<file path="config.mk">
export PLATFORM = sky130hd
export DESIGN_NAME = pc_stack_core
export DESIGN_NICKNAME = d
export VERILOG_FILES = /design/src/hdl/pcs_pkg.sv /design/src/hdl/pcs_links.sv /design/src/hdl/pc_stack_core.sv /design/src/hdl/return_stack.sv /design/src/hdl/axil_slave.sv
export SDC_FILE = /design/constraint.sdc
export NUM_CORES = 1
export LEC_CHECK = 0
export BUFFER_PORTS_ARGS = -buffer_cell sky130_fd_sc_hd__buf_2
export CORE_ASPECT_RATIO = 1.1
export CORE_UTILIZATION = 52
export DETAILED_ROUTE_END_ITERATION = 8
export PLACE_DENSITY = 0.77
export SLEW_MARGIN = 10
export SYNTH_ARGS = -nofsm -noshare
export SYNTH_HDL_FRONTEND = slang
export SYNTH_SLANG_ARGS = --single-unit
</file>
<file path="constraint.sdc">
create_clock -name clock -period 6.96 [get_ports clock]
set_clock_uncertainty 0.1 [all_clocks]
set_input_delay 1.392 -clock clock [delete_from_list [all_inputs] [get_ports clock]]
set_output_delay 1.392 -clock clock [all_outputs]
set_load 0.03 [all_outputs]
</file>
<file path="src/hdl/pcs_pkg.sv">
package pcs_pkg;
	localparam int PC_W = 13;
	localparam int HI_W = 5;
	localparam int TGT_W = 11;
	localparam int STK_N = 8;
	localparam int SP_W = 3;
	localparam int DA_W = 9;
	localparam int AXA_W = 8;
	localparam int PAGE_LO = 3;
	localparam int BANK_BIT = 7;
	localparam logic [PC_W-1:0] PC_RST = 13'h0000;
	localparam logic [PC_W-1:0] IRQ_VEC = 13'h0004;
	localparam logic [PC_W-1:0] PC_ONE = 13'h0001;
	localparam logic [SP_W-1:0] SP_ONE = 3'h1;
	localparam logic [SP_W-1:0] SP_LAST = 3'h7;
	localparam logic [HI_W-1:0] LATCH_RST = 5'h00;
	localparam logic [7:0] PTR_RST = 8'h00;
	localparam logic [7:0] PTR_SELF = 8'h00;
	// bank bit is stored but not used for addressing on this device
	localparam logic BANK_EN = 1'b0;
	localparam logic [AXA_W-1:0] REG_INDIRECT = 8'h00;
	localparam logic [AXA_W-1:0] REG_PC_LOW = 8'h04;
	localparam logic [AXA_W-1:0] REG_STATUS = 8'h08;
	localparam logic [AXA_W-1:0] REG_POINTER = 8'h0C;
	localparam logic [AXA_W-1:0] REG_LATCH = 8'h10;
	localparam logic [1:0] RESP_OKAY = 2'h0;
	localparam logic [1:0] RESP_SLVERR = 2'h2;
	typedef enum logic [2:0] {S_IDLE, S_WACT, S_WRESP, S_RACT, S_RRESP} bus_state_e;
endpackage

</file>
<file path="src/hdl/pcs_links.sv">
`timescale 1ns/10ps
interface stack_if;
	logic push;
	logic pop;
	logic [pcs_pkg::PC_W-1:0] push_pc;
	logic [pcs_pkg::PC_W-1:0] top_pc;
	modport owner (input push, input pop, input push_pc, output top_pc);
	modport user (output push, output pop, output push_pc, input top_pc);
endinterface

interface regbus_if;
	logic wr_req;
	logic rd_req;
	logic [pcs_pkg::AXA_W-1:0] addr;
	logic [31:0] wdata;
	logic [3:0] strb;
	logic done;
	logic err;
	logic [31:0] rdata;
	modport bus (output wr_req, output rd_req, output addr, output wdata, output strb,
		input done, input err, input rdata);
	modport core (input wr_req, input rd_req, input addr, input wdata, input strb,
		output done, output err, output rdata);
endinterface

</file>
<file path="src/hdl/pc_stack_core.sv">
`timescale 1ns/10ps
module pc_stack_core (
	// clock and reset
	input wire logic clock,
	input wire logic sys_rst,
	// instruction sequencer
	input wire logic seq_step,
	input wire logic seq_call,
	input wire logic seq_goto,
	input wire logic seq_int,
	input wire logic seq_ret,
	input wire logic [pcs_pkg::TGT_W-1:0] seq_target,
	output logic [pcs_pkg::PC_W-1:0] fetch_addr,
	// data memory, read data valid the cycle after mem_re
	output logic [pcs_pkg::DA_W-1:0] mem_addr,
	output logic mem_we,
	output logic mem_re,
	output logic [7:0] mem_wdata,
	input wire logic [7:0] mem_rdata,
	// axi4-lite register slave
	input wire logic [pcs_pkg::AXA_W-1:0] s_awaddr,
	input wire logic s_awvalid,
	output logic s_awready,
	input wire logic [31:0] s_wdata,
	input wire logic [3:0] s_wstrb,
	input wire logic s_wvalid,
	output logic s_wready,
	output logic [1:0] s_bresp,
	output logic s_bvalid,
	input wire logic s_bready,
	input wire logic [pcs_pkg::AXA_W-1:0] s_araddr,
	input wire logic s_arvalid,
	output logic s_arready,
	output logic [31:0] s_rdata,
	output logic [1:0] s_rresp,
	output logic s_rvalid,
	input wire logic s_rready
);
	regbus_if rb ();
	stack_if stk ();

	logic [pcs_pkg::PC_W-1:0] pc_d;
	logic [pcs_pkg::HI_W-1:0] latch_q, latch_d;
	logic [7:0] ptr_q, ptr_d;
	logic bank_q, bank_d;
	logic [pcs_pkg::DA_W-1:0] mem_addr_d;
	logic mem_we_d, mem_re_d;
	logic [7:0] mem_wdata_d;
	logic [1:0] rd_wait_q, rd_wait_d;
	logic done_d, err_d;
	logic [31:0] rdata_d;
	logic lane0, low_wr, ind_self;
	logic [pcs_pkg::DA_W-1:0] ind_addr;

	axil_slave u_bus (
		.clock(clock),
		.sys_rst(sys_rst),
		.awaddr(s_awaddr),
		.awvalid(s_awvalid),
		.awready(s_awready),
		.wdata(s_wdata),
		.wstrb(s_wstrb),
		.wvalid(s_wvalid),
		.wready(s_wready),
		.bresp(s_bresp),
		.bvalid(s_bvalid),
		.bready(s_bready),
		.araddr(s_araddr),
		.arvalid(s_arvalid),
		.arready(s_arready),
		.rdata(s_rdata),
		.rresp(s_rresp),
		.rvalid(s_rvalid),
		.rready(s_rready),
		.rb(rb)
	);

	return_stack u_stack (
		.clock(clock),
		.sys_rst(sys_rst),
		.stk(stk)
	);

	// only byte lane 0 carries register data
	assign lane0 = rb.strb[0];
	assign low_wr = rb.wr_req && rb.addr == pcs_pkg::REG_PC_LOW && lane0;
	assign ind_self = ptr_q == pcs_pkg::PTR_SELF;
	assign ind_addr = {bank_q & pcs_pkg::BANK_EN, ptr_q};

	// program counter: a software write of the low byte outranks sequencer events
	always_comb begin
		pc_d = fetch_addr;
		stk.push = 1'b0;
		stk.pop = 1'b0;
		stk.push_pc = fetch_addr;
		if (low_wr) begin
			pc_d = {latch_q, rb.wdata[7:0]};
		end else if (seq_int) begin
			stk.push = 1'b1;
			pc_d = pcs_pkg::IRQ_VEC;
		end else if (seq_call) begin
			stk.push = 1'b1;
			pc_d = {latch_q[pcs_pkg::HI_W-1:pcs_pkg::PAGE_LO], seq_target};
		end else if (seq_goto) begin
			pc_d = {latch_q[pcs_pkg::HI_W-1:pcs_pkg::PAGE_LO], seq_target};
		end else if (seq_ret) begin
			stk.pop = 1'b1;
			pc_d = stk.top_pc;
		end else if (seq_step) begin
			pc_d = fetch_addr + pcs_pkg::PC_ONE;
		end
	end

	// software registers and the indirect port; the latch never follows stack traffic
	always_comb begin
		latch_d = latch_q;
		ptr_d = ptr_q;
		bank_d = bank_q;
		mem_addr_d = mem_addr;
		mem_we_d = 1'b0;
		mem_re_d = 1'b0;
		mem_wdata_d = mem_wdata;
		rd_wait_d = {rd_wait_q[0], 1'b0};
		done_d = 1'b0;
		err_d = 1'b0;
		rdata_d = rb.rdata;
		if (rb.wr_req) begin
			done_d = 1'b1;
			case (rb.addr)
				pcs_pkg::REG_INDIRECT: begin
					if (lane0 && !ind_self) begin
						mem_we_d = 1'b1;
						mem_addr_d = ind_addr;
						mem_wdata_d = rb.wdata[7:0];
					end
				end
				pcs_pkg::REG_PC_LOW: ;
				pcs_pkg::REG_STATUS: begin
					if (lane0) begin
						bank_d = rb.wdata[pcs_pkg::BANK_BIT];
					end
				end
				pcs_pkg::REG_POINTER: begin
					if (lane0) begin
						ptr_d = rb.wdata[7:0];
					end
				end
				pcs_pkg::REG_LATCH: begin
					if (lane0) begin
						latch_d = rb.wdata[pcs_pkg::HI_W-1:0];
					end
				end
				default: err_d = 1'b1;
			endcase
		end else if (rb.rd_req) begin
			done_d = 1'b1;
			rdata_d = '0;
			case (rb.addr)
				pcs_pkg::REG_INDIRECT: begin
					if (!ind_self) begin
						done_d = 1'b0;
						mem_re_d = 1'b1;
						mem_addr_d = ind_addr;
						rd_wait_d = {rd_wait_q[0], 1'b1};
					end
				end
				pcs_pkg::REG_PC_LOW: rdata_d[7:0] = fetch_addr[7:0];
				pcs_pkg::REG_STATUS: rdata_d[pcs_pkg::BANK_BIT] = bank_q;
				pcs_pkg::REG_POINTER: rdata_d[7:0] = ptr_q;
				pcs_pkg::REG_LATCH: rdata_d[pcs_pkg::HI_W-1:0] = latch_q;
				default: err_d = 1'b1;
			endcase
		end
		if (rd_wait_q[1]) begin
			done_d = 1'b1;
			rdata_d = {24'h00_0000, mem_rdata};
		end
	end

	always_ff @(posedge clock or posedge sys_rst) begin
		if (sys_rst) begin
			fetch_addr <= pcs_pkg::PC_RST;
			latch_q <= pcs_pkg::LATCH_RST;
			ptr_q <= pcs_pkg::PTR_RST;
			bank_q <= 1'b0;
			mem_addr <= '0;
			mem_we <= 1'b0;
			mem_re <= 1'b0;
			mem_wdata <= 8'h00;
			rd_wait_q <= 2'h0;
			rb.done <= 1'b0;
			rb.err <= 1'b0;
			rb.rdata <= 32'h0000_0000;
		end else begin
			fetch_addr <= pc_d;
			latch_q <= latch_d;
			ptr_q <= ptr_d;
			bank_q <= bank_d;
			mem_addr <= mem_addr_d;
			mem_we <= mem_we_d;
			mem_re <= mem_re_d;
			mem_wdata <= mem_wdata_d;
			rd_wait_q <= rd_wait_d;
			rb.done <= done_d;
			rb.err <= err_d;
			rb.rdata <= rdata_d;
		end
	end

	low_write_load_a: assert property (@(posedge clock) disable iff (sys_rst)
		low_wr |=> fetch_addr == {$past(latch_q), $past(rb.wdata[7:0])})
		else $error("low byte write did not load upper bits from latch");

	call_target_a: assert property (@(posedge clock) disable iff (sys_rst)
		(seq_call || seq_goto) && !low_wr && !seq_int
		|=> fetch_addr[pcs_pkg::TGT_W-1:0] == $past(seq_target)
		&& fetch_addr[pcs_pkg::TGT_W] == $past(latch_q[pcs_pkg::PAGE_LO]))
		else $error("branch target or page bit wrong");

	int_push_a: assert property (@(posedge clock) disable iff (sys_rst)
		seq_int && !low_wr |-> stk.push && stk.push_pc == fetch_addr
		##1 fetch_addr == pcs_pkg::IRQ_VEC)
		else $error("interrupt did not push and vector");

	latch_stable_a: assert property (@(posedge clock) disable iff (sys_rst)
		(stk.push || stk.pop) && !rb.wr_req |=> $stable(latch_q))
		else $error("stack traffic changed the high latch");

	ret_restore_a: assert property (@(posedge clock) disable iff (sys_rst)
		stk.pop |=> fetch_addr == $past(stk.top_pc))
		else $error("return did not restore popped address");

	self_read_zero_a: assert property (@(posedge clock) disable iff (sys_rst)
		rb.rd_req && rb.addr == pcs_pkg::REG_INDIRECT && ind_self
		|=> rb.done && rb.rdata == 32'h0000_0000 && !mem_re)
		else $error("self-indirect read not zero");

	self_write_nop_a: assert property (@(posedge clock) disable iff (sys_rst)
		rb.wr_req && rb.addr == pcs_pkg::REG_INDIRECT && ind_self
		|=> !mem_we && $stable(ptr_q) && $stable(latch_q))
		else $error("self-indirect write was not a no-op");

	indirect_route_a: assert property (@(posedge clock) disable iff (sys_rst)
		rb.rd_req && rb.addr == pcs_pkg::REG_INDIRECT && !ind_self
		|=> mem_re && mem_addr == {1'b0, $past(ptr_q)} ##2 rb.done)
		else $error("indirect read not routed through pointer");

	step_inc_a: assert property (@(posedge clock) disable iff (sys_rst)
		seq_step && !seq_int && !seq_call && !seq_goto && !seq_ret && !low_wr
		|=> fetch_addr == $past(fetch_addr) + pcs_pkg::PC_ONE)
		else $error("step did not advance the counter by one");

	pc_hold_a: assert property (@(posedge clock) disable iff (sys_rst)
		!(seq_step || seq_call || seq_goto || seq_int || seq_ret || low_wr)
		|=> $stable(fetch_addr))
		else $error("counter moved without an event or low byte write");

	call_push_a: assert property (@(posedge clock) disable iff (sys_rst)
		seq_call && !seq_int && !low_wr
		|-> stk.push && stk.push_pc == fetch_addr)
		else $error("call did not push the counter");

	goto_no_push_a: assert property (@(posedge clock) disable iff (sys_rst)
		seq_goto && !seq_call && !seq_int && !low_wr
		|-> !stk.push && !stk.pop)
		else $error("goto touched the return stack");

	ret_pop_a: assert property (@(posedge clock) disable iff (sys_rst)
		seq_ret && !seq_goto && !seq_call && !seq_int && !low_wr
		|-> stk.pop && !stk.push)
		else $error("return did not pop the stack");

	bank_unused_a: assert property (@(posedge clock) disable iff (sys_rst)
		mem_re || mem_we |-> !mem_addr[pcs_pkg::DA_W-1])
		else $error("bank bit reached the data address");

	low_read_a: assert property (@(posedge clock) disable iff (sys_rst)
		rb.rd_req && rb.addr == pcs_pkg::REG_PC_LOW
		|=> rb.done && rb.rdata == {24'h00_0000, $past(fetch_addr[7:0])})
		else $error("low byte read did not return the counter");

	indirect_write_a: assert property (@(posedge clock) disable iff (sys_rst)
		rb.wr_req && rb.addr == pcs_pkg::REG_INDIRECT && lane0 && !ind_self
		|=> mem_we && mem_addr == {1'b0, $past(ptr_q)}
		&& mem_wdata == $past(rb.wdata[7:0]))
		else $error("indirect write not routed through pointer");
endmodule // pc_stack_core

</file>
<file path="src/hdl/return_stack.sv">
`timescale 1ns/10ps
module return_stack (
	// clock and reset
	input wire logic clock,
	input wire logic sys_rst,
	// push and pop from the sequencer side
	stack_if.owner stk
);
	logic [pcs_pkg::PC_W-1:0] mem_q [pcs_pkg::STK_N];
	logic [pcs_pkg::PC_W-1:0] mem_d [pcs_pkg::STK_N];
	logic [pcs_pkg::SP_W-1:0] sp_q;
	logic [pcs_pkg::SP_W-1:0] sp_d;

	// pointer wraps freely: no overflow or underflow flag exists
	always_comb begin
		mem_d = mem_q;
		sp_d = sp_q;
		if (stk.push) begin
			mem_d[sp_q] = stk.push_pc;
			sp_d = sp_q + pcs_pkg::SP_ONE;
		end else if (stk.pop) begin
			sp_d = sp_q - pcs_pkg::SP_ONE;
		end
	end

	always_ff @(posedge clock or posedge sys_rst) begin
		if (sys_rst) begin
			sp_q <= '0;
			for (int i = 0; i < pcs_pkg::STK_N; i++) begin
				mem_q[i] <= pcs_pkg::PC_RST;
			end
		end else begin
			sp_q <= sp_d;
			mem_q <= mem_d;
		end
	end

	assign stk.top_pc = mem_q[sp_q - pcs_pkg::SP_ONE];

	ptr_wrap_a: assert property (@(posedge clock) disable iff (sys_rst)
		stk.push && sp_q == pcs_pkg::SP_LAST |=> sp_q == '0)
		else $error("stack pointer did not wrap after eighth entry");

	lifo_return_a: assert property (@(posedge clock) disable iff (sys_rst)
		stk.push ##1 (stk.pop && !stk.push) |-> stk.top_pc == $past(stk.push_pc))
		else $error("pop did not return last pushed address");
endmodule // return_stack

</file>
<file path="src/hdl/axil_slave.sv">
`timescale 1ns/10ps
module axil_slave (
	// clock and reset
	input wire logic clock,
	input wire logic sys_rst,
	// write address and data
	input wire logic [pcs_pkg::AXA_W-1:0] awaddr,
	input wire logic awvalid,
	output logic awready,
	input wire logic [31:0] wdata,
	input wire logic [3:0] wstrb,
	input wire logic wvalid,
	output logic wready,
	// write response
	output logic [1:0] bresp,
	output logic bvalid,
	input wire logic bready,
	// read address and data
	input wire logic [pcs_pkg::AXA_W-1:0] araddr,
	input wire logic arvalid,
	output logic arready,
	output logic [31:0] rdata,
	output logic [1:0] rresp,
	output logic rvalid,
	input wire logic rready,
	// register requests toward the core
	regbus_if.bus rb
);
	pcs_pkg::bus_state_e st_q, st_d;
	logic aw_have_q, aw_have_d, w_have_q, w_have_d;
	logic [pcs_pkg::AXA_W-1:0] waddr_q, waddr_d, addr_q, addr_d;
	logic [31:0] wbuf_q, wbuf_d, rdata_d;
	logic [3:0] strb_q, strb_d;
	logic wr_req_d, rd_req_d, bvalid_d, rvalid_d;
	logic awready_d, wready_d, arready_d;
	logic [1:0] bresp_d, rresp_d;

	always_comb begin
		st_d = st_q;
		aw_have_d = aw_have_q;
		w_have_d = w_have_q;
		waddr_d = waddr_q;
		addr_d = addr_q;
		wbuf_d = wbuf_q;
		strb_d = strb_q;
		wr_req_d = 1'b0;
		rd_req_d = 1'b0;
		bvalid_d = bvalid;
		rvalid_d = rvalid;
		bresp_d = bresp;
		rresp_d = rresp;
		rdata_d = rdata;
		case (st_q)
			pcs_pkg::S_IDLE: begin
				if (awvalid && awready) begin
					aw_have_d = 1'b1;
					waddr_d = awaddr;
				end
				if (wvalid && wready) begin
					w_have_d = 1'b1;
					wbuf_d = wdata;
					strb_d = wstrb;
				end
				// reads only start with no write half held, so a write never starves
				if (arvalid && arready) begin
					addr_d = araddr;
					rd_req_d = 1'b1;
					st_d = pcs_pkg::S_RACT;
				end else if (aw_have_d && w_have_d) begin
					addr_d = waddr_d;
					aw_have_d = 1'b0;
					w_have_d = 1'b0;
					wr_req_d = 1'b1;
					st_d = pcs_pkg::S_WACT;
				end
			end
			pcs_pkg::S_WACT: begin
				if (rb.done) begin
					bvalid_d = 1'b1;
					bresp_d = rb.err ? pcs_pkg::RESP_SLVERR : pcs_pkg::RESP_OKAY;
					st_d = pcs_pkg::S_WRESP;
				end
			end
			pcs_pkg::S_WRESP: begin
				if (bready) begin
					bvalid_d = 1'b0;
					st_d = pcs_pkg::S_IDLE;
				end
			end
			pcs_pkg::S_RACT: begin
				if (rb.done) begin
					rvalid_d = 1'b1;
					rdata_d = rb.rdata;
					rresp_d = rb.err ? pcs_pkg::RESP_SLVERR : pcs_pkg::RESP_OKAY;
					st_d = pcs_pkg::S_RRESP;
				end
			end
			pcs_pkg::S_RRESP: begin
				if (rready) begin
					rvalid_d = 1'b0;
					st_d = pcs_pkg::S_IDLE;
				end
			end
			default: st_d = pcs_pkg::S_IDLE;
		endcase
		awready_d = (st_d == pcs_pkg::S_IDLE) && !aw_have_d;
		wready_d = (st_d == pcs_pkg::S_IDLE) && !w_have_d;
		arready_d = (st_d == pcs_pkg::S_IDLE) && !aw_have_d && !w_have_d;
	end

	always_ff @(posedge clock or posedge sys_rst) begin
		if (sys_rst) begin
			st_q <= pcs_pkg::S_IDLE;
			aw_have_q <= 1'b0;
			w_have_q <= 1'b0;
			waddr_q <= '0;
			addr_q <= '0;
			wbuf_q <= '0;
			strb_q <= '0;
			rb.wr_req <= 1'b0;
			rb.rd_req <= 1'b0;
			bvalid <= 1'b0;
			rvalid <= 1'b0;
			bresp <= pcs_pkg::RESP_OKAY;
			rresp <= pcs_pkg::RESP_OKAY;
			rdata <= '0;
			awready <= 1'b0;
			wready <= 1'b0;
			arready <= 1'b0;
		end else begin
			st_q <= st_d;
			aw_have_q <= aw_have_d;
			w_have_q <= w_have_d;
			waddr_q <= waddr_d;
			addr_q <= addr_d;
			wbuf_q <= wbuf_d;
			strb_q <= strb_d;
			rb.wr_req <= wr_req_d;
			rb.rd_req <= rd_req_d;
			bvalid <= bvalid_d;
			rvalid <= rvalid_d;
			bresp <= bresp_d;
			rresp <= rresp_d;
			rdata <= rdata_d;
			awready <= awready_d;
			wready <= wready_d;
			arready <= arready_d;
		end
	end

	assign rb.addr = addr_q;
	assign rb.wdata = wbuf_q;
	assign rb.strb = strb_q;
endmodule // axil_slave

</file>
==> results of run 1 <==
## metal layers
metal	share of wire [%]	wire, microns
met1	40	9570
met2	51	12000
met3	5.6	1330
met4	3.3	776
met5	0	0
## critical path, stage by stage (launching register included)
cell      delay [ns]
dfrtp_1         0.32
buf_4           0.34
clkinv_1        0.44
ha_1            1.07
buf_4           0.47
mux2i_1         0.14
mux4_2          0.48
a221o_1         0.38
a31oi_1         0.16
## cells by family after synthesis
group	Yosys count	synth area share (%)
xor gates and xnor gates	5	0.423
DFF	210	50.8
adders and majority gates	3	0.363
other	1	0.0363
buffers and inverters	97	4.94
AOI/OAI and AO/OA	104	7.21
muxes	218	25.6
and+or+nand+nor	209	10.6
## through the flow
step	power, uW	utilization (%)	cell area (sq um)	std cells	hold slack, ns
floorplan	2630	-	10400	873	0.330
global route	4370	60.4	11700	1183	0.283
detailed placement	2930	56.3	10900	1144	0.260
global placement	2880	56.3	10900	1144	0.262
CTS	4190	60.4	11700	1183	0.274
finish	4170	60.5	11700	1185	0.274
## placed cells by master, fill, tap and decap left out, types with 4 or more instances in the layout
cell type / synthesis / final
nand2_1: 81 / 81
buf_2: 15 / 101
mux2_2: 137 / 137
conb_1: 1 / 27
o31ai_1: 10 / 10
o21a_1: 5 / 5
mux4_2: 21 / 21
nor2b_1: 8 / 8
a22o_1: 8 / 8
dfrtp_1: 210 / 210
and2_1: 6 / 6
o21ai_0: 16 / 16
and3_1: 9 / 9
nand4_1: 4 / 4
nor3_1: 20 / 20
buf_4: 28 / 10
nor4_1: 9 / 8
clkbuf_8: 0 / 4
and4_1: 7 / 7
o221ai_1: 5 / 5
mux2_1: 27 / 27
inv_1: 8 / 7
mux2i_1: 33 / 33
clkbuf_16: 0 / 23
nor2_1: 24 / 24
a31oi_1: 13 / 13
a21oi_1: 13 / 13
nand2b_1: 5 / 5
bufinv_16: 0 / 4
nand3_1: 13 / 13
## area by class of cell
| cell class | count | area [sq um] |
|---|---|---|
| Antenna cell | 2 | 5.00 |
| Clock buffer | 30 | 642 |
| Clock inverter | 9 | 151 |
| Fill cell | 1522 | 7630 |
| Inverter | 10 | 41.3 |
| Multi-Input combinational cell | 566 | 4680 |
| Sequential cell | 210 | 5260 |
| Tap cell | 247 | 309 |
| Timing Repair Buffer | 111 | 581 |
## power by group through the flow
stage                     Sequential, uW  Combinational (uW)  Clock (uW)
after floorplan                     1620                1010           0
after global placement              1660                1220           0
after detailed placement            1680                1250           0
after CTS                           1660                1250        1280
after global routing                1700                1330        1340
final                               1660                1240        1270
## state kept, by name (all words and copies together) (netlist names), 5 cells and up
name and count:
mem_addr 8, rb.rdata 8, u_bus.waddr_q 8, u_bus.rb.addr 8
mem_wdata 8, ptr_q 8, latch_q 5, u_bus.rb.wdata 8
fetch_addr 13, u_bus.rdata 8, u_stack.mem_q 104
## worst paths after layout
| path | from | to | depth (start not counted) |
|---|---|---|---|
| worst max-delay path | u_stack.sp_q[0]$_DFFE_PP0P_ | fetch_addr[2]$_DFFE_PP0P_ | 8 |
| worst min-delay path | rd_wait_q[0]$_DFF_PP0_ | rd_wait_q[1]$_DFF_PP0_ | 0 |
| worst max register to register | u_stack.sp_q[0]$_DFFE_PP0P_ | fetch_addr[2]$_DFFE_PP0P_ | 8 |
| worst min register to register | rd_wait_q[0]$_DFF_PP0_ | rd_wait_q[1]$_DFF_PP0_ | 0 |
| max in group asynchronous | sys_rst | u_stack.mem_q[33]$_DFFE_PP0P_ | 3 |
| min in group asynchronous | sys_rst | u_bus.rb.wdata[6]$_DFFE_PP0P_ | 2 |
==> impl_metrics.ini, run 1 <==
[synth]
synth-seq-area-share_pct = 50.8
synthCells = 847
yosys-top-cells-count = 210 x dfrtp_1, 137 x mux2_2, 81 x nand2_1
yosysTopAreaCellShare_pct = 50.8
ys_top_cells_by_area = dfrtp_1 51%, mux2_2 15%, mux4_2 4.6%
ys_warn_count = 0
synth-edff-count = 0
synth_cell_types = 68
syn_area_sq_um = 10300
yosysMostFrequentCell = dfrtp_1
avgSynthCellArea_sq_um = 12.2
synth_top_cell_by_area = dfrtp_1
ys_ff_latch = 210
synth_async_sr_flop_share_pct = 100
synthFlopType = dfrtp_1

[route]
viasPerCell = 5.99
drtPass1Iterations = 5
first_iter_violations = 441
wl_per_cell_microns = 20.0
ant_nets = 0
vias = 7101
wl_mm = 23.7
remaining_drc_errors = 0

[floorplan]
chipWidth_microns = 136
fp.dieH_microns = 150
rows = 53
boundaryPins = 156
core_region_area_sq_um = 19300
start_util_pct = 53.6
die_area_sq_um = 20500

[flow_run]
maxCapViolCount = 0

[placed_design]
dp_worst_setup_slack_ns = 2.95
routabilityCongestion = 0.873
portBuffers = 101
dpl.hpwl_mm = 16.1

[run_status]
status = finished, final reports clean

[clock_tree]
cts_inserted_buffers = 22
clock_tree.root_cell = clkbuf_16
cts_resized = 0
clkLatencyLatePin_ns = 0.51
postCtsHoldBufs = 0
cts_buffer_depth = 3
htree_levels = 1
post-cts-setup-buffers = 0
clk_pin_slew_ns = 0.06
cts.sinks = 210
cts_tree = yes

[timing]
setup_viol = 0
max_freq_ghz = 0.250
rsz0062_at_grt = false
setup_ws_ns = 2.95
max_slew_margin_pct = 21.0
final.min_clock_period_ns = 4.01
hold_viol = 0
fin_crit_sh_pct = 57.6
tightest_slew_ns = 1.18
final.setup.tns_ns = 0
drv_slew = 0

[power_and_ir_drop]
p_seq_share_pct = 39.9
swShare_pct = 29.9
p_clk_share_pct = 30.4
internal_power_uw = 2920
power_frac_comb_pct = 29.7
power.switching_uw = 1240
p_per_area_nw_per_um2 = 357
peakVddDrop_v = 0.000196
p_leak_uw = 0.00563

[worst_setup_path]
start_kind = register
end_kind = register
cp_data_arrival_time_ns = 4.33
crit_path_max_fanout = 22
regToRegSetupSlack_ns = 2.95
crit_type = reg -> reg
cp.required_ns = 7.28

[global_routing]
met2_usage_pct = 41.7
grt_max_degree = 62
met1_usage_pct = 29.7
grt_use_met3_pct = 4.34
grt-busiest-layer = met2
grt_pass1_vias = 7152
gr-usage-all-layers_pct = 24.1
grt_pass1_wl_mm = 37.9
antenna_found_initial = 2
overflow = 0

[hold_path]
min_path_type = reg -> reg

[final_layout]
nets = 1007
area_delta_synth_final_pct = 12.8
drive_above_1_share_pct = 33.9
(Power assumes the default switching activity.)
==> run 2, diff against run 1 <==
- clock period: 6.96 -> 3.5 ns (I/O delays scaled with it)
==> run 2 against run 1 <==
Against the previous run: count of clock-buffer cells in the layout did not move; register-to-register slack got worse by 2.3 ns; routed wire length rose by 0.88%; sequential share of layout area fell by 0.32 points; die area did not move; first-iteration DRC count fell by 7.0%; final cell count rose by 1.1%; global-route usage rose by 0.21 points; sequential cell count did not move; power rose by 96%; critical path type unchanged.
==> impl_metrics.ini, run 2 (same netlist as run 1, synthesis figures left out) <==
[route]
remaining_drc_errors = 0
wl_per_cell_microns = 19.9
first_iter_violations = 410
vias = 7193
viasPerCell = 6.00
wl_mm = 23.9
ant_nets = 0
drtPass1Iterations = 5

[global_routing]
grt_pass1_vias = 7177
antenna_found_initial = 2
grt_pass1_wl_mm = 38.3
gr-usage-all-layers_pct = 24.3
overflow = 0
grt_max_degree = 42

[power_and_ir_drop]
p_seq_share_pct = 40.9
p_per_area_nw_per_um2 = 694
power_frac_comb_pct = 30.7
power.switching_uw = 2460
peakVddDrop_v = 0.000378
swShare_pct = 30.1
p_clk_share_pct = 28.5
internal_power_uw = 5690
p_leak_uw = 0.00568

[flow_run]
maxCapViolCount = 0

[timing]
rsz0062_at_grt = false
fin_crit_sh_pct = 81.5
max_freq_ghz = 0.350
setup_ws_ns = 0.646
max_slew_margin_pct = 48.4
hold_viol = 0
final.min_clock_period_ns = 2.85
tightest_slew_ns = 0.770
setup_viol = 0
drv_slew = 0

[floorplan]
core_region_area_sq_um = 19300
fp.dieH_microns = 150
start_util_pct = 53.6
die_area_sq_um = 20500
chipWidth_microns = 136
rows = 53
boundaryPins = 156

[clock_tree]
cts_resized = 0
cts_buffer_depth = 3
clk_pin_slew_ns = 0.06
cts_inserted_buffers = 21
postCtsHoldBufs = 0
post-cts-setup-buffers = 0
htree_levels = 1
clock_tree.root_cell = clkbuf_16
cts.sinks = 210
clkLatencyLatePin_ns = 0.51
cts_tree = yes

[placed_design]
dpl_cell_area_sq_um = 11000
dp_worst_setup_slack_ns = 0.673
dpl.hpwl_mm = 16.8
routabilityCongestion = 0.858
portBuffers = 101

[final_layout]
fin_area_sq_um = 11700
reg_top3 = u_stack.mem_q: 104 flops, fetch_addr: 13 flops
layout_common_cells = 210 x dfrtp_1, 137 x mux2_2, 101 x buf_2
nets = 1021
postLayoutCoreUtil_pct = 60.9
n_fill_cell = 1502
regArea_sq_um = 5260
largest_reg_flops = 104
mostFrequentLayoutCell = dfrtp_1
area_delta_synth_final_pct = 13.6
top_register = u_stack.mem_q
multi_input_area_sq_um = 4680
drive_above_1_share_pct = 34.6

[hold_path]
min_path_type = in -> async

[worst_setup_path]
cp_data_arrival_time_ns = 3.12
crit_type = reg -> reg
end_kind = register
cp.required_ns = 3.77
crit_path_max_fanout = 10
start_kind = register

[run_status]
status = finished, final reports clean
==> run 2: cell count changes in the layout (fill, tap and decap cells not counted) <==
cell	before	now
buf_4	10	21
inv_6	0	1
clkbuf_1	3	5
clkinv_4	1	0
bufinv_16	4	3
clkbuf_16	23	21
clkinvlp_4	2	1
buf_12	0	4
==> run 2: final timing paths <==
| path | startpoint | to | slack, ns | cells after the start |
|---|---|---|---|---|
| hold / removal | sys_rst | mem_wdata[5]$_DFFE_PP0P_ | 0.16 | 2 |
| max in group asynchronous | sys_rst | u_stack.mem_q[58]$_DFFE_PP0P_ | 2.43 | 3 |
| setup reg to reg | u_bus.rb.addr[4]$_DFFE_PP0P_ | u_stack.mem_q[32]$_DFFE_PP0P_ | 0.65 | 5 |
| setup / recovery | u_bus.rb.addr[4]$_DFFE_PP0P_ | u_stack.mem_q[32]$_DFFE_PP0P_ | 0.65 | 5 |
| hold reg to reg | rd_wait_q[0]$_DFF_PP0_ | rd_wait_q[1]$_DFF_PP0_ | 0.28 | 0 |
| min in group clock | rd_wait_q[0]$_DFF_PP0_ | rd_wait_q[1]$_DFF_PP0_ | 0.28 | 0 |
==> run 2: area by class of cell <==
class | instances | share of cell area, %
inverters | 10 | 0.351
diodes | 2 | 0.0426
flip-flops and latches | 210 | 44.7
repair buffers | 126 | 6.33
clock inverters | 7 | 0.969
multi-input cells | 566 | 39.9
well taps | 247 | 2.63
clock buffers | 30 | 5.10
==> run 2: power by group through the flow <==
stage	Combinational, uW	Clock (uW)	Sequential [uW]
detailed placement	2500	0	3360
global route	2690	2460	3390
CTS	2520	2360	3320
floorplan	2010	0	3230
finish	2500	2320	3330
global placement	2440	0	3320
==> run 2: routing by layer <==
layer,vias to the layer above,global-route usage [%],routed length [microns]
met4,0,8.44,684
met5,-,0,0
met2,246,42.0,12200
li1,3226,-,-
met3,52,3.32,1320
met1,3669,31.1,9690
==> run 2: through the flow <==
step | TNS (ns) | total power [uW] | hold slack, ns | cells
global route | 0 | 8530 | 0.186 | 1196
global placement | 0 | 5760 | 0.265 | 1159
finish | 0 | 8150 | 0.156 | 1198
CTS | 0 | 8200 | 0.160 | 1196
floorplan | -5.92 | 5230 | 0.330 | 873
detailed placement | 0 | 5860 | 0.263 | 1159
==> run 2: worst max-delay path, cell delays in order, from the launching register on <==
cell,delay (ns)
dfrtp_1,0.49
or4_4,0.62
nor3_4,0.44
or4b_1,0.47
buf_4,0.25
mux2_1,0.35
==> run 3, diff against run 2 <==
- CORE_UTILIZATION: 52 -> 57
- PLACE_DENSITY: 0.77 -> 0.8
- clock period: 3.5 -> 3 ns (I/O delays scaled with it)
==> run 3 against run 2 <==
Against the previous run: register-to-register slack worse by 0.11 ns; worst setup slack worse by 0.11 ns; count of clock-buffer cells in the layout unchanged.
==> impl_metrics.ini, run 3 (same netlist as run 1, synthesis figures left out) <==
[run_status]
status = finished, final reports clean

[power_and_ir_drop]
p_total_uw = 9530
power.switching_uw = 2890
p_clk_share_pct = 28.1
internal_power_uw = 6640
p_seq_share_pct = 40.6
power_frac_comb_pct = 31.2
p_leak_uw = 0.00570
p_per_area_nw_per_um2 = 810
swShare_pct = 30.3
peakVddDrop_v = 0.000476

[floorplan]
chipWidth_microns = 130
core_region_area_sq_um = 17700
boundaryPins = 156
fp.dieH_microns = 143
start_util_pct = 58.3
die_area_sq_um = 18700
rows = 51

[final_layout]
top_register = u_stack.mem_q
largest_reg_flops = 104
reg_top3 = u_stack.mem_q: 104 flops, fetch_addr: 13 flops
regArea_sq_um = 5260
layout_common_cells = 210 x dfrtp_1, 137 x mux2_2, 101 x buf_2
fin_area_sq_um = 11800
multi_input_area_sq_um = 4680
drive_above_1_share_pct = 34.8
nets = 1026
mostFrequentLayoutCell = dfrtp_1
area_delta_synth_final_pct = 13.6
n_fill_cell = 1332

[clock_tree]
clkLatencyLatePin_ns = 0.51
cts.sinks = 210
clk_pin_slew_ns = 0.06
cts_inserted_buffers = 22
cts_tree = yes
cts_resized = 0
cts_buffer_depth = 3
htree_levels = 1
clock_tree.root_cell = clkbuf_16

[global_routing]
grt_pass1_wl_mm = 38.0
grt_max_degree = 67
antenna_found_initial = 2
grt_pass1_vias = 7333
gr-usage-all-layers_pct = 26.6
overflow = 0

[placed_design]
dpl.hpwl_mm = 16.2
portBuffers = 101
routabilityCongestion = 0.877
dpl_cell_area_sq_um = 11000

[worst_setup_path]
crit_path_max_fanout = 5
cp_slowest_stage_delay_ns = 0.61
cp_slowest_cell = or4_1
start_kind = register
end_kind = register
cp_cell_sequence = or4_1 > or2_2 > nor3_2 > mux2_2
crit_type = reg -> reg
cp_data_arrival_time_ns = 2.76
cp.required_ns = 3.29

[timing]
hold_viol = 0
drv_slew = 0
setup_viol = 0
final.min_clock_period_ns = 2.47
fin_crit_sh_pct = 82.2
rsz0062_at_grt = false
whs_ns = 0.210
tightest_slew_ns = 0.738
max_freq_ghz = 0.405
max_slew_margin_pct = 50.4

[route]
wl_per_cell_microns = 20.0
first_iter_violations = 447
maxUsedRoutingLayer = met5
wl_met1_mm = 9.75
drtPass1Iterations = 6
wl_met2_mm = 12.0
viasPerCell = 6.03
dr_wl_met3_mm = 1.19
vias = 7185
ant_nets = 0
remaining_drc_errors = 0
wl_mm = 23.8

[flow_run]
maxCapViolCount = 0

[hold_path]
min_path_type = in -> reg
-- run 3: what timing repair did --
item                                   in CTS  in global routing
setup buffers                               0                  0
hold buffers                                1                  0
endpoints found under the hold margin       4                  0
-- run 3: worst paths after layout --
kind,cells after the start,from,slack (ns),end
min in group asynchronous,3,sys_rst,0.47,ptr_q[1]$_DFFE_PP0P_
setup reg to reg,4,u_bus.rb.addr[5]$_DFFE_PP0P_,0.53,latch_q[3]$_DFFE_PP0P_
hold / removal,3,mem_rdata[0],0.21,rb.rdata[0]$_DFFE_PP0P_
setup / recovery,4,u_bus.rb.addr[5]$_DFFE_PP0P_,0.53,latch_q[3]$_DFFE_PP0P_
max in group asynchronous,4,sys_rst,1.38,u_stack.mem_q[97]$_DFFE_PP0P_
hold reg to reg,0,rd_wait_q[0]$_DFF_PP0_,0.30,rd_wait_q[1]$_DFF_PP0_
-- run 3: power groups by stage --
stage	sequential, uW	clock, uW	combinational, uW
floorplan	3760	0	2340
global placement	3860	0	2900
detailed placement	3900	0	2960
CTS	3860	2730	2980
global route	3950	2860	3170
finish	3870	2680	2970
-- run 3: metal layers --
layer | track usage (%) | up-vias
met4 | 12.2 | 2
met5 | 0 | -
met1 | 32.8 | 3622
met3 | 4.68 | 66
met2 | 45.3 | 246
li1 | - | 3249
-- run 3: critical path: cells and delay by family (launching register included) --
kind	cells	cell delay, ns
AND/OR/NAND/NOR	3	1.46
flip-flops	1	0.41
multiplexers	1	0.40
-- run 3: layout make-up --
type | count | share of cell area [%]
repair buffers | 130 | 6.49
flip-flops and latches | 210 | 44.7
inverters | 10 | 0.351
clock buffers | 30 | 5.28
clock inverters | 6 | 0.777
well taps | 238 | 2.53
diodes | 1 | 0.0213
multi-input cells | 566 | 39.8
-- run 3: through the flow --
step                      instances  TNS (ns)  util (%)  setup WS (ns)
after global placement         1153         0      62.2          0.517
final                          1191         0      66.3          0.533
after global routing           1190         0      66.2          0.403
after floorplan                 873    -89.92         -         -0.428
after detailed placement       1153         0      62.2          0.498
after CTS                      1190         0      66.2          0.550
